--- src/logic/pm_cap_cfg.svh ---
// Purpose: Constants for the power-management capabilities register.
// Assumes: Included by bare name from the package and the register module.
// Notes: Field positions, values and timing counts live here; types live in the package.
//
// Behaviour
// - With second mode-select low, D0, D1, D2 and D3 are all supported.
// - With second mode-select high, supportedStates offers no power state; bits 10 and 9 still follow first mode-select.
// - Bits 15:11 wake-event support are read-only and always read zero.
// - Bit 10 reads 1 when first mode-select is 0, else 0.
// - Bit 9 reads 1 when first mode-select is 0, else 0.
// - Bits 8:6 carry a design-chosen auxiliary-supply current value.
// - Bit 5 special-initialization flag always reads zero.
// - Bit 4 is reserved and always reads zero.
// - Bit 3 wake-event clock flag always reads zero.
// - Bits 2:0 read 001b when first mode-select is 1.
// - Bits 2:0 read 010b when first mode-select is 0.
`ifndef PM_CAP_CFG_SVH
`define PM_CAP_CFG_SVH

`define PMC_OFFSET        8'hde
`define PMC_WAKE_MSB      15
`define PMC_WAKE_LSB      11
`define PMC_DEEPER_BIT    10
`define PMC_LIGHT_BIT     9
`define PMC_AUX_MSB       8
`define PMC_AUX_LSB       6
`define PMC_INIT_BIT      5
`define PMC_RSVD_BIT      4
`define PMC_WCLK_BIT      3
`define PMC_REV_MSB       2
`define PMC_REV_LSB       0

`define PMC_WAKE_NONE     5'h00
`define PMC_REV_1_0       3'h1
`define PMC_REV_1_1       3'h2
`define PMC_AUX_DEFAULT   3'h0
`define PMC_STATES_ALL    4'hf
`define PMC_STATES_NONE   4'h0
`define PMC_READ_ZERO     16'h0000
`define PMC_BYTES_ALL     2'h3

`define PMC_SETTLE_CYCLES 2'h2

`endif

--- src/logic/pm_cap_pkg.sv ---
// Purpose: Types shared by the power-management capabilities register files.
// Assumes: The constants header is on the include path.
// Notes: The capability struct is packed so its layout is the register layout.
`include "pm_cap_cfg.svh"

package pm_cap_pkg;

  // One configuration access as seen at the register port.
  typedef struct packed {
    logic       write;
    logic [7:0] addr;
    logic [1:0] byteEn;
  } cfg_req_s;

  // Field layout of the capabilities word, most significant field first.
  typedef struct packed {
    logic [4:0] wakeEventSupportField;
    logic       deeperStateSupportBit;
    logic       lightStateSupportBit;
    logic [2:0] auxCurrent;
    logic       specialInit;
    logic       reservedBit;
    logic       wakeEventClockFlag;
    logic [2:0] powerSpecRevisionField;
  } pm_cap_s;

  typedef enum logic [1:0] {
    STRAP_SYNC,
    STRAP_SETTLE,
    STRAP_HELD
  } strap_state_e;

endpackage : pm_cap_pkg

--- src/logic/pm_mode_sync.sv ---
// Purpose: Two-flop synchroniser for the mode-select strap pins.
// Assumes: Inputs are static straps or change rarely.
// Notes: Only the second stage may be read by other logic.
`timescale 1ns/10ps
`default_nettype none

module pm_mode_sync #(
  parameter int WIDTH = 2
) (
  // Clock and reset
  input  wire logic             clk_sys,
  input  wire logic             reset,
  // Asynchronous pins in, synchronised levels out
  input  wire logic [WIDTH-1:0] pinIn,
  output var  logic [WIDTH-1:0] syncOut
);

  logic [WIDTH-1:0] stageOne_reg;
  logic [WIDTH-1:0] stageTwo_reg;

  always_ff @(posedge clk_sys or posedge reset) begin
    if (reset) begin
      stageOne_reg <= '0;
      stageTwo_reg <= '0;
    end else begin
      stageOne_reg <= pinIn;
      stageTwo_reg <= stageOne_reg;
    end
  end

  assign syncOut = stageTwo_reg;

endmodule : pm_mode_sync

`default_nettype wire

--- src/logic/pm_capabilities_reg.sv ---
// Purpose: Read-only power-management capabilities word in configuration space.
// Assumes: Mode-select pins are straps, stable once reset has been released.
// Notes: Straps are captured once after release; reads return the captured view.
`timescale 1ns/10ps
`default_nettype none
`include "pm_cap_cfg.svh"

module pm_capabilities_reg
  import pm_cap_pkg::*;
#(
  parameter logic [2:0] AUX_CURRENT = `PMC_AUX_DEFAULT
) (
  // Clock and reset
  input  wire logic        clk_sys,
  input  wire logic        reset,
  // Strap pins
  input  wire logic        modeSelectFirst,
  input  wire logic        modeSelectSecond,
  // Configuration access port
  input  wire logic        cfgReq,
  input  wire cfg_req_s    cfgReqInfo,
  input  wire logic [15:0] cfgWrData,
  output var  logic        cfgAck,
  output var  logic [15:0] cfgRdData,
  // Strap status
  output var  logic [3:0]  supportedStates,
  output var  logic        strapReady
);

  // Synchronised straps and their captured copies.
  logic [1:0]   modeSync;
  logic         modeFirst_reg;
  logic         modeFirst_next;
  logic         modeSecond_reg;
  logic         modeSecond_next;

  // Strap capture sequencer.
  strap_state_e strapState_reg;
  strap_state_e strapState_next;
  logic [1:0]   settleCount_reg;
  logic [1:0]   settleCount_next;
  logic         captureNow;

  // Access decode and answer.
  logic         readHit;
  logic         writeSeen;
  logic [15:0]  laneMask;
  logic [15:0]  readValue;
  pm_cap_s      capWord;
  logic         cfgAck_reg;
  logic [15:0]  cfgRdData_reg;
  logic [3:0]   states_reg;
  logic [3:0]   states_next;

  // The register answers on both bytes of its halfword, so address bit 0 is ignored.
  localparam logic [7:0] REG_OFFSET = `PMC_OFFSET;

  // Address match is used for read decode only; write decode ignores the address.
  function automatic logic addrHits(input logic [7:0] addr);
    addrHits = (addr[7:1] == REG_OFFSET[7:1]);
  endfunction : addrHits

  // Expands the two byte enables into a 16-bit lane mask.
  function automatic logic [15:0] laneExpand(input logic [1:0] byteEn);
    laneExpand = {{8{byteEn[1]}}, {8{byteEn[0]}}};
  endfunction : laneExpand

  pm_mode_sync #(
    .WIDTH (2)
  ) pm_mode_sync_inst (
    .clk_sys (clk_sys),
    .reset   (reset),
    .pinIn   ({modeSelectSecond, modeSelectFirst}),
    .syncOut (modeSync)
  );

  // A fixed settle period lets the synchroniser flush reset zeros before capture.
  always_comb begin
    strapState_next  = strapState_reg;
    settleCount_next = settleCount_reg;
    captureNow       = 1'b0;
    case (strapState_reg)
      STRAP_SYNC: begin
        strapState_next  = STRAP_SETTLE;
        settleCount_next = `PMC_SETTLE_CYCLES;
      end
      STRAP_SETTLE: begin
        if (settleCount_reg == 2'h0) begin
          captureNow      = 1'b1;
          strapState_next = STRAP_HELD;
        end else begin
          settleCount_next = settleCount_reg - 2'h1;
        end
      end
      STRAP_HELD: begin
        strapState_next = STRAP_HELD;
      end
      default: begin
        strapState_next = STRAP_SYNC;
      end
    endcase
  end

  assign modeFirst_next  = captureNow ? modeSync[0] : modeFirst_reg;
  assign modeSecond_next = captureNow ? modeSync[1] : modeSecond_reg;

  always_ff @(posedge clk_sys or posedge reset) begin
    if (reset) begin
      strapState_reg  <= STRAP_SYNC;
      settleCount_reg <= 2'h0;
      modeFirst_reg   <= 1'b0;
      modeSecond_reg  <= 1'b0;
    end else begin
      strapState_reg  <= strapState_next;
      settleCount_reg <= settleCount_next;
      modeFirst_reg   <= modeFirst_next;
      modeSecond_reg  <= modeSecond_next;
    end
  end

  assign strapReady = (strapState_reg == STRAP_HELD);

  // Capability word assembled from constants and the captured straps only.
  assign capWord.wakeEventSupportField  = `PMC_WAKE_NONE;
  assign capWord.deeperStateSupportBit  = ~modeFirst_reg;
  assign capWord.lightStateSupportBit   = ~modeFirst_reg;
  assign capWord.auxCurrent             = AUX_CURRENT;
  assign capWord.specialInit            = 1'b0;
  assign capWord.reservedBit            = 1'b0;
  assign capWord.wakeEventClockFlag     = 1'b0;
  assign capWord.powerSpecRevisionField = modeFirst_reg ? `PMC_REV_1_0 : `PMC_REV_1_1;

  // The second strap switches the whole power-state set on or off.
  assign states_next = modeSecond_reg ? `PMC_STATES_NONE : `PMC_STATES_ALL;

  assign readHit   = cfgReq && !cfgReqInfo.write && addrHits(cfgReqInfo.addr);
  assign writeSeen = cfgReq && cfgReqInfo.write;
  assign laneMask  = laneExpand(cfgReqInfo.byteEn);
  // Writes and misses read back zero; write data is never stored anywhere.
  assign readValue = readHit ? (capWord & laneMask) : `PMC_READ_ZERO;

  always_ff @(posedge clk_sys or posedge reset) begin
    if (reset) begin
      cfgAck_reg    <= 1'b0;
      cfgRdData_reg <= `PMC_READ_ZERO;
      states_reg    <= `PMC_STATES_ALL;
    end else begin
      cfgAck_reg    <= cfgReq;
      cfgRdData_reg <= readValue;
      states_reg    <= states_next;
    end
  end

  assign cfgAck          = cfgAck_reg;
  assign cfgRdData       = cfgRdData_reg;
  assign supportedStates = states_reg;

  // Checks on the power-state set, the answer path and strap readiness.

  a_all_states: assert property (
    @(posedge clk_sys) disable iff (reset)
    (strapReady && !modeSecond_reg) [*2] |-> supportedStates == `PMC_STATES_ALL
  ) else $error("power states not all supported with second strap low");

  a_no_states: assert property (
    @(posedge clk_sys) disable iff (reset)
    $rose(modeSecond_reg) |=> supportedStates == `PMC_STATES_NONE
  ) else $error("power states still offered with second strap high");

  a_wake_zero: assert property (
    @(posedge clk_sys) disable iff (reset)
    readHit && cfgReqInfo.byteEn[1]
    |=> cfgAck && cfgRdData[`PMC_WAKE_MSB:`PMC_WAKE_LSB] == `PMC_WAKE_NONE
  ) else $error("wake-event support field not zero");

  a_deeper_bit: assert property (
    @(posedge clk_sys) disable iff (reset)
    readHit && cfgReqInfo.byteEn[1]
    |=> cfgRdData[`PMC_DEEPER_BIT] == !$past(modeFirst_reg)
  ) else $error("deeper state bit does not follow first strap");

  a_light_bit: assert property (
    @(posedge clk_sys) disable iff (reset)
    readHit && cfgReqInfo.byteEn[1]
    |=> cfgRdData[`PMC_LIGHT_BIT] != $past(modeFirst_reg)
  ) else $error("light state bit does not follow first strap");

  a_aux_field: assert property (
    @(posedge clk_sys) disable iff (reset)
    readHit && cfgReqInfo.byteEn == `PMC_BYTES_ALL
    |=> cfgRdData[`PMC_AUX_MSB:`PMC_AUX_LSB] == AUX_CURRENT
  ) else $error("auxiliary current field wrong");

  a_init_zero: assert property (
    @(posedge clk_sys) disable iff (reset)
    cfgAck |-> !cfgRdData[`PMC_INIT_BIT]
  ) else $error("special initialization flag set");

  a_rsvd_zero: assert property (
    @(posedge clk_sys) disable iff (reset)
    cfgAck |-> !cfgRdData[`PMC_RSVD_BIT]
  ) else $error("reserved bit set");

  a_wclk_zero: assert property (
    @(posedge clk_sys) disable iff (reset)
    cfgAck |-> cfgRdData[`PMC_WCLK_BIT] == 1'b0
  ) else $error("wake-event clock flag set");

  a_rev_old: assert property (
    @(posedge clk_sys) disable iff (reset)
    readHit && cfgReqInfo.byteEn[0] && modeFirst_reg
    |=> cfgRdData[`PMC_REV_MSB:`PMC_REV_LSB] == `PMC_REV_1_0
  ) else $error("revision not 1.0 with first strap high");

  a_rev_new: assert property (
    @(posedge clk_sys) disable iff (reset)
    readHit && cfgReqInfo.byteEn[0] && !modeFirst_reg
    |=> cfgRdData[`PMC_REV_MSB:`PMC_REV_LSB] == `PMC_REV_1_1
  ) else $error("revision not 1.1 with first strap low");

  // A write may share its edge with the strap capture, and only then may the straps move.
  a_write_ignored: assert property (
    @(posedge clk_sys) disable iff (reset)
    writeSeen |=> cfgAck && cfgRdData == `PMC_READ_ZERO
      && ($past(captureNow) || ($stable(modeFirst_reg) && $stable(modeSecond_reg)))
  ) else $error("configuration write had an effect");

  a_ack_once: assert property (
    @(posedge clk_sys) disable iff (reset)
    cfgReq |=> cfgAck ##1 (cfgAck == $past(cfgReq))
  ) else $error("acknowledge not one cycle after request");

  a_strap_ready: assert property (
    @(posedge clk_sys) disable iff (reset)
    $rose(strapReady) |-> $past(strapState_reg) == STRAP_SETTLE ##1 strapReady [*3]
  ) else $error("strap capture did not hold");

  // Checks on access decode, read data, the power-state set and the strap capture sequence.

  a_miss_zero: assert property (
    @(posedge clk_sys) disable iff (reset)
    cfgReq && !readHit |=> cfgRdData == `PMC_READ_ZERO
  ) else $error("miss or write returned nonzero data");

  a_idle_quiet: assert property (
    @(posedge clk_sys) disable iff (reset)
    !cfgReq |=> !cfgAck && cfgRdData == `PMC_READ_ZERO
  ) else $error("answer without a request");

  a_low_lane_off: assert property (
    @(posedge clk_sys) disable iff (reset)
    cfgReq && !cfgReqInfo.byteEn[0] |=> cfgRdData[7:0] == 8'h00
  ) else $error("disabled low lane returned data");

  a_high_lane_off: assert property (
    @(posedge clk_sys) disable iff (reset)
    cfgReq && !cfgReqInfo.byteEn[1] |=> cfgRdData[15:8] == 8'h00
  ) else $error("disabled high lane returned data");

  a_pair_match: assert property (
    @(posedge clk_sys) disable iff (reset)
    readHit && cfgReqInfo.byteEn[1] |=> cfgRdData[`PMC_DEEPER_BIT] == cfgRdData[`PMC_LIGHT_BIT]
  ) else $error("deeper and light state bits disagree");

  a_rev_legal: assert property (
    @(posedge clk_sys) disable iff (reset)
    readHit && cfgReqInfo.byteEn[0]
    |=> cfgRdData[`PMC_REV_MSB:`PMC_REV_LSB] == `PMC_REV_1_0
      || cfgRdData[`PMC_REV_MSB:`PMC_REV_LSB] == `PMC_REV_1_1
  ) else $error("revision field holds an unknown code");

  a_straps_frozen: assert property (
    @(posedge clk_sys) disable iff (reset)
    strapReady |=> $stable(modeFirst_reg) && $stable(modeSecond_reg)
  ) else $error("captured straps moved after capture");

  a_states_stable: assert property (
    @(posedge clk_sys) disable iff (reset)
    $past(strapReady, 2) && strapReady |-> $stable(supportedStates)
  ) else $error("power state set moved after capture");

  a_states_legal: assert property (
    @(posedge clk_sys) disable iff (reset)
    supportedStates == `PMC_STATES_ALL || supportedStates == `PMC_STATES_NONE
  ) else $error("power state set is neither all nor none");

  a_ready_stays: assert property (
    @(posedge clk_sys) disable iff (reset)
    strapReady |=> strapReady
  ) else $error("strap ready dropped without reset");

  a_capture_once: assert property (
    @(posedge clk_sys) disable iff (reset)
    captureNow |=> strapReady && !captureNow
  ) else $error("strap capture repeated");

  a_sync_not_ready: assert property (
    @(posedge clk_sys) disable iff (reset)
    strapState_reg == STRAP_SYNC |=> !strapReady
  ) else $error("strap ready before settle period");

  a_count_range: assert property (
    @(posedge clk_sys) disable iff (reset)
    strapState_reg == STRAP_SETTLE |-> settleCount_reg <= `PMC_SETTLE_CYCLES
  ) else $error("settle counter out of range");

endmodule : pm_capabilities_reg

`default_nettype wire

--- config.mk ---
export PLATFORM = sky130hd
export DESIGN_NAME = pm_capabilities_reg
export DESIGN_NICKNAME = d
export VERILOG_FILES = /design/src/logic/pm_cap_pkg.sv /design/src/logic/pm_mode_sync.sv /design/src/logic/pm_capabilities_reg.sv
export VERILOG_INCLUDE_DIRS = /design/src /design/src/logic
export SDC_FILE = /design/constraint.sdc
export NUM_CORES = 1
export LEC_CHECK = 0
export BUFFER_PORTS_ARGS = -buffer_cell sky130_fd_sc_hd__buf_2
export CORE_MARGIN = 1
export CORE_UTILIZATION = 38
export CTS_CLUSTER_DIAMETER = 200
export DETAILED_ROUTE_END_ITERATION = 6
export PLACE_DENSITY = 0.76
export SYNTH_ARGS = -nofsm -noshare
export SYNTH_HDL_FRONTEND = slang
export SYNTH_SLANG_ARGS = --single-unit
--- constraint.sdc ---
create_clock -name clk_sys -period 1.77 [get_ports clk_sys]
set_clock_uncertainty 0.15 [all_clocks]
set_input_delay 0.354 -clock clk_sys [delete_from_list [all_inputs] [get_ports clk_sys]]
set_output_delay 0.354 -clock clk_sys [all_outputs]
set_load 0.01 [all_outputs]
==> impl_metrics.json <==
{
  "yosys_warnings": 0,
  "endpoint_kind": "primary output",
  "max_stage_delay_ps": 390,
  "async_reset_ff_frac": 1.00,
  "synth_ff_type": "dfrtp_1",
  "coreArea_um2": 1750,
  "vias_per_cell": 4.06,
  "ctsLongestPathBuffers": 2,
  "place.gp.congestion": 0.554,
  "synth_cells": 63,
  "netSwitchingFraction": 0.234,
  "hpwl_um": 844,
  "grt_util_all_layers": 0.114,
  "vias": 463,
  "area_growth_pct": 18.2,
  "power_density_nw_per_um2": 713,
  "synth.top_cell.area_share": 0.490,
  "ys_seq_area_frac": 0.527,
  "routedWlPerCell_um": 9.23,
  "first_pass_iters": 3,
  "crit_buf_inv": 2,
  "maxSlewViolCount": 0,
  "maxSlewHeadroom": 0.640,
  "finalCritPeriodShare": 0.864,
  "synth_top_cell_by_area": "dfrtp_1",
  "rsz0062_at_grt": "false",
  "cts_max_level": 1,
  "grt_max_degree": 16,
  "synth_commonest_cells": "16 x buf_4, 14 x dfrtp_1, 7 x inv_1",
  "clock_latency_ps": 280,
  "final.setup.tns_ps": 0,
  "synth_top_family_by_area": "buffers and inverters",
  "die_area_um2": 2060,
  "die_y_um": 45.4,
  "synth_fa_ha_area_frac": 0.0701,
  "pin_count": 54,
  "seqPwrFrac": 0.593,
  "finalSetupViolations": 0,
  "synth_compound_area_frac": 0.0438,
  "drc": 0,
  "crit_path_cell_trace": "inv_1 > ha_1 > buf_2",
  "synthesis.area_um2": 714,
  "root_buffer": "clkbuf_4",
  "tightest_slew_ps": 540,
  "synthMuxAreaShare": 0.0420,
  "hold_class": "primary input to flop",
  "wl_met1_um": 431,
  "cap_violations": 0,
  "routed.top_layer": "met4",
  "die_w_um": 45.4,
  "avgSynthCellArea_um2": 11.3,
  "crit_fanout": 3,
  "outcome": "finished, final reports clean",
  "synthSimpleGateAreaFrac": 0.107,
  "yosys.area_share.xor_xnor": 0,
  "fmaxAchievable_mhz": 654,
  "clock_sinks": 15,
  "diodes": 0,
  "final_cells": 114,
  "cts_tree": "done",
  "intPower_uw": 461,
  "final.min_clock_period_ps": 1530,
  "switchingPower_uw": 141,
  "numCtsBuffers": 3,
  "fp-row-count": 15,
  "synth_seq_cells": 15,
  "clk_pin_slew_worst_paths_ps": 90,
  "wl_met2_um": 555,
  "yosys-top-cells-area": "dfrtp_1 49%, buf_4 17%, ha_1 7.0%",
  "cts_resized": 0,
  "synth-edff-count": 0,
  "combPwrFrac": 0.092,
  "static-leakage-power_uw": 0.000487,
  "grt_pass1_vias": 346,
  "peakVddDrop_mv": 0.349,
  "cp_top_family": "flip-flops",
  "cp_slowest_cell": "dfrtp_1",
  "critical_path_class": "flop to primary output",
  "yosys.cell_types.count": 17,
  "arrival_ps": 1030,
  "wl_met3_um": 54,
  "synth.most_common_cell": "buf_4",
  "final_nets": 126,
  "antenna_found_initial": 0,
  "largest_reg_flops": 3,
  "grt_remaining_overflow": 0,
  "start_util": 0.409,
  "drtIter0Drc": 3,
  "drive_gt1_frac": 0.348,
  "clkPwrFrac": 0.316,
  "hold_viol": 0,
  "drt_wl_total_um": 1050,
  "port-buffer-count": 24,
  "required_ps": 1270,
  "grt_pass1_wl_um": 1480,
  "drtAntennaViolNets": 0,
  "crit_path_start_kind": "flop",
  "dp.cells": 107
}
layout by cell type (no fill, tap or decap), types with 2 or more instances in the layout:
master,count
and3_1,3
buf_2,24
clkbuf_4,3
conb_1,12
dfrtp_1,14
dlygate4sd3_1,3
ha_1,4
inv_1,7
mux2_4,2
nand2_1,4
nor2_1,2
o21ai_1,3
area by class of cell:
class / count / area (µm²)
clock buffers: 3 / 22.5
inverters: 7 / 26.3
repair buffers: 27 / 150
multi-input cells: 36 / 233
clock inverters: 1 / 5.00
flip-flops and latches: 15 / 377
well taps: 25 / 31.3
fillers: 165 / 901
power groups by stage:
stage	combinational, µW	sequential (µW)	clock, µW
detailed placement	50.3	364	0
global route	61.3	358	222
floorplan	49.6	364	0
finish	55.1	357	190
CTS	52.0	357	201
global placement	47.8	363	0
metal layers:
layer,vias up,GRT usage
li1,226,-
met1,217,0.128
met2,18,0.159
met3,2,0.0480
met4,0,0.109
met5,-,0
kinds of logic (layout without fill, tap and decap cells):
group | after synthesis | in the layout
buf+inv | 23 | 38
fa+ha+maj | 4 | 4
mux | 2 | 2
compound gates | 5 | 5
flops | 15 | 15
other cells | 1 | 12
simple gates | 13 | 13
final timing paths:
path | from | to | slack, ps | cells after the start
max | strapState_reg[0] | strapReady | 240 | 3
min | cfgReq | cfgAck | 60 | 1
max reg2reg | strapState_reg[1] | modeSecond_reg | 350 | 4
min reg2reg | pm_mode_sync_inst.stageOne_reg[0] | pm_mode_sync_inst.syncOut[0] | 210 | 0
max in group asynchronous | reset | supportedStates[2] | 610 | 3
min in group asynchronous | reset | cfgRdData[0] | 500 | 3
through the flow:
step	hold WS (ps)	power, µW	cell area, µm²	setup slack, ps	utilization
floorplan	105	413	756	479	-
global route	26.5	641	845	143	0.484
CTS	12.1	609	825	222	0.472
finish	58.0	602	845	240	0.484
global placement	182	410	787	427	0.451
detailed placement	186	414	787	372	0.451
what timing repair did:
item	CTS	global route
hold endpoints to repair	14	2
endpoints found under the setup margin	0	0
hold buffers	1	2
buffers inserted	0	0
No activity file was read; power rests on OpenSTA's default activity.
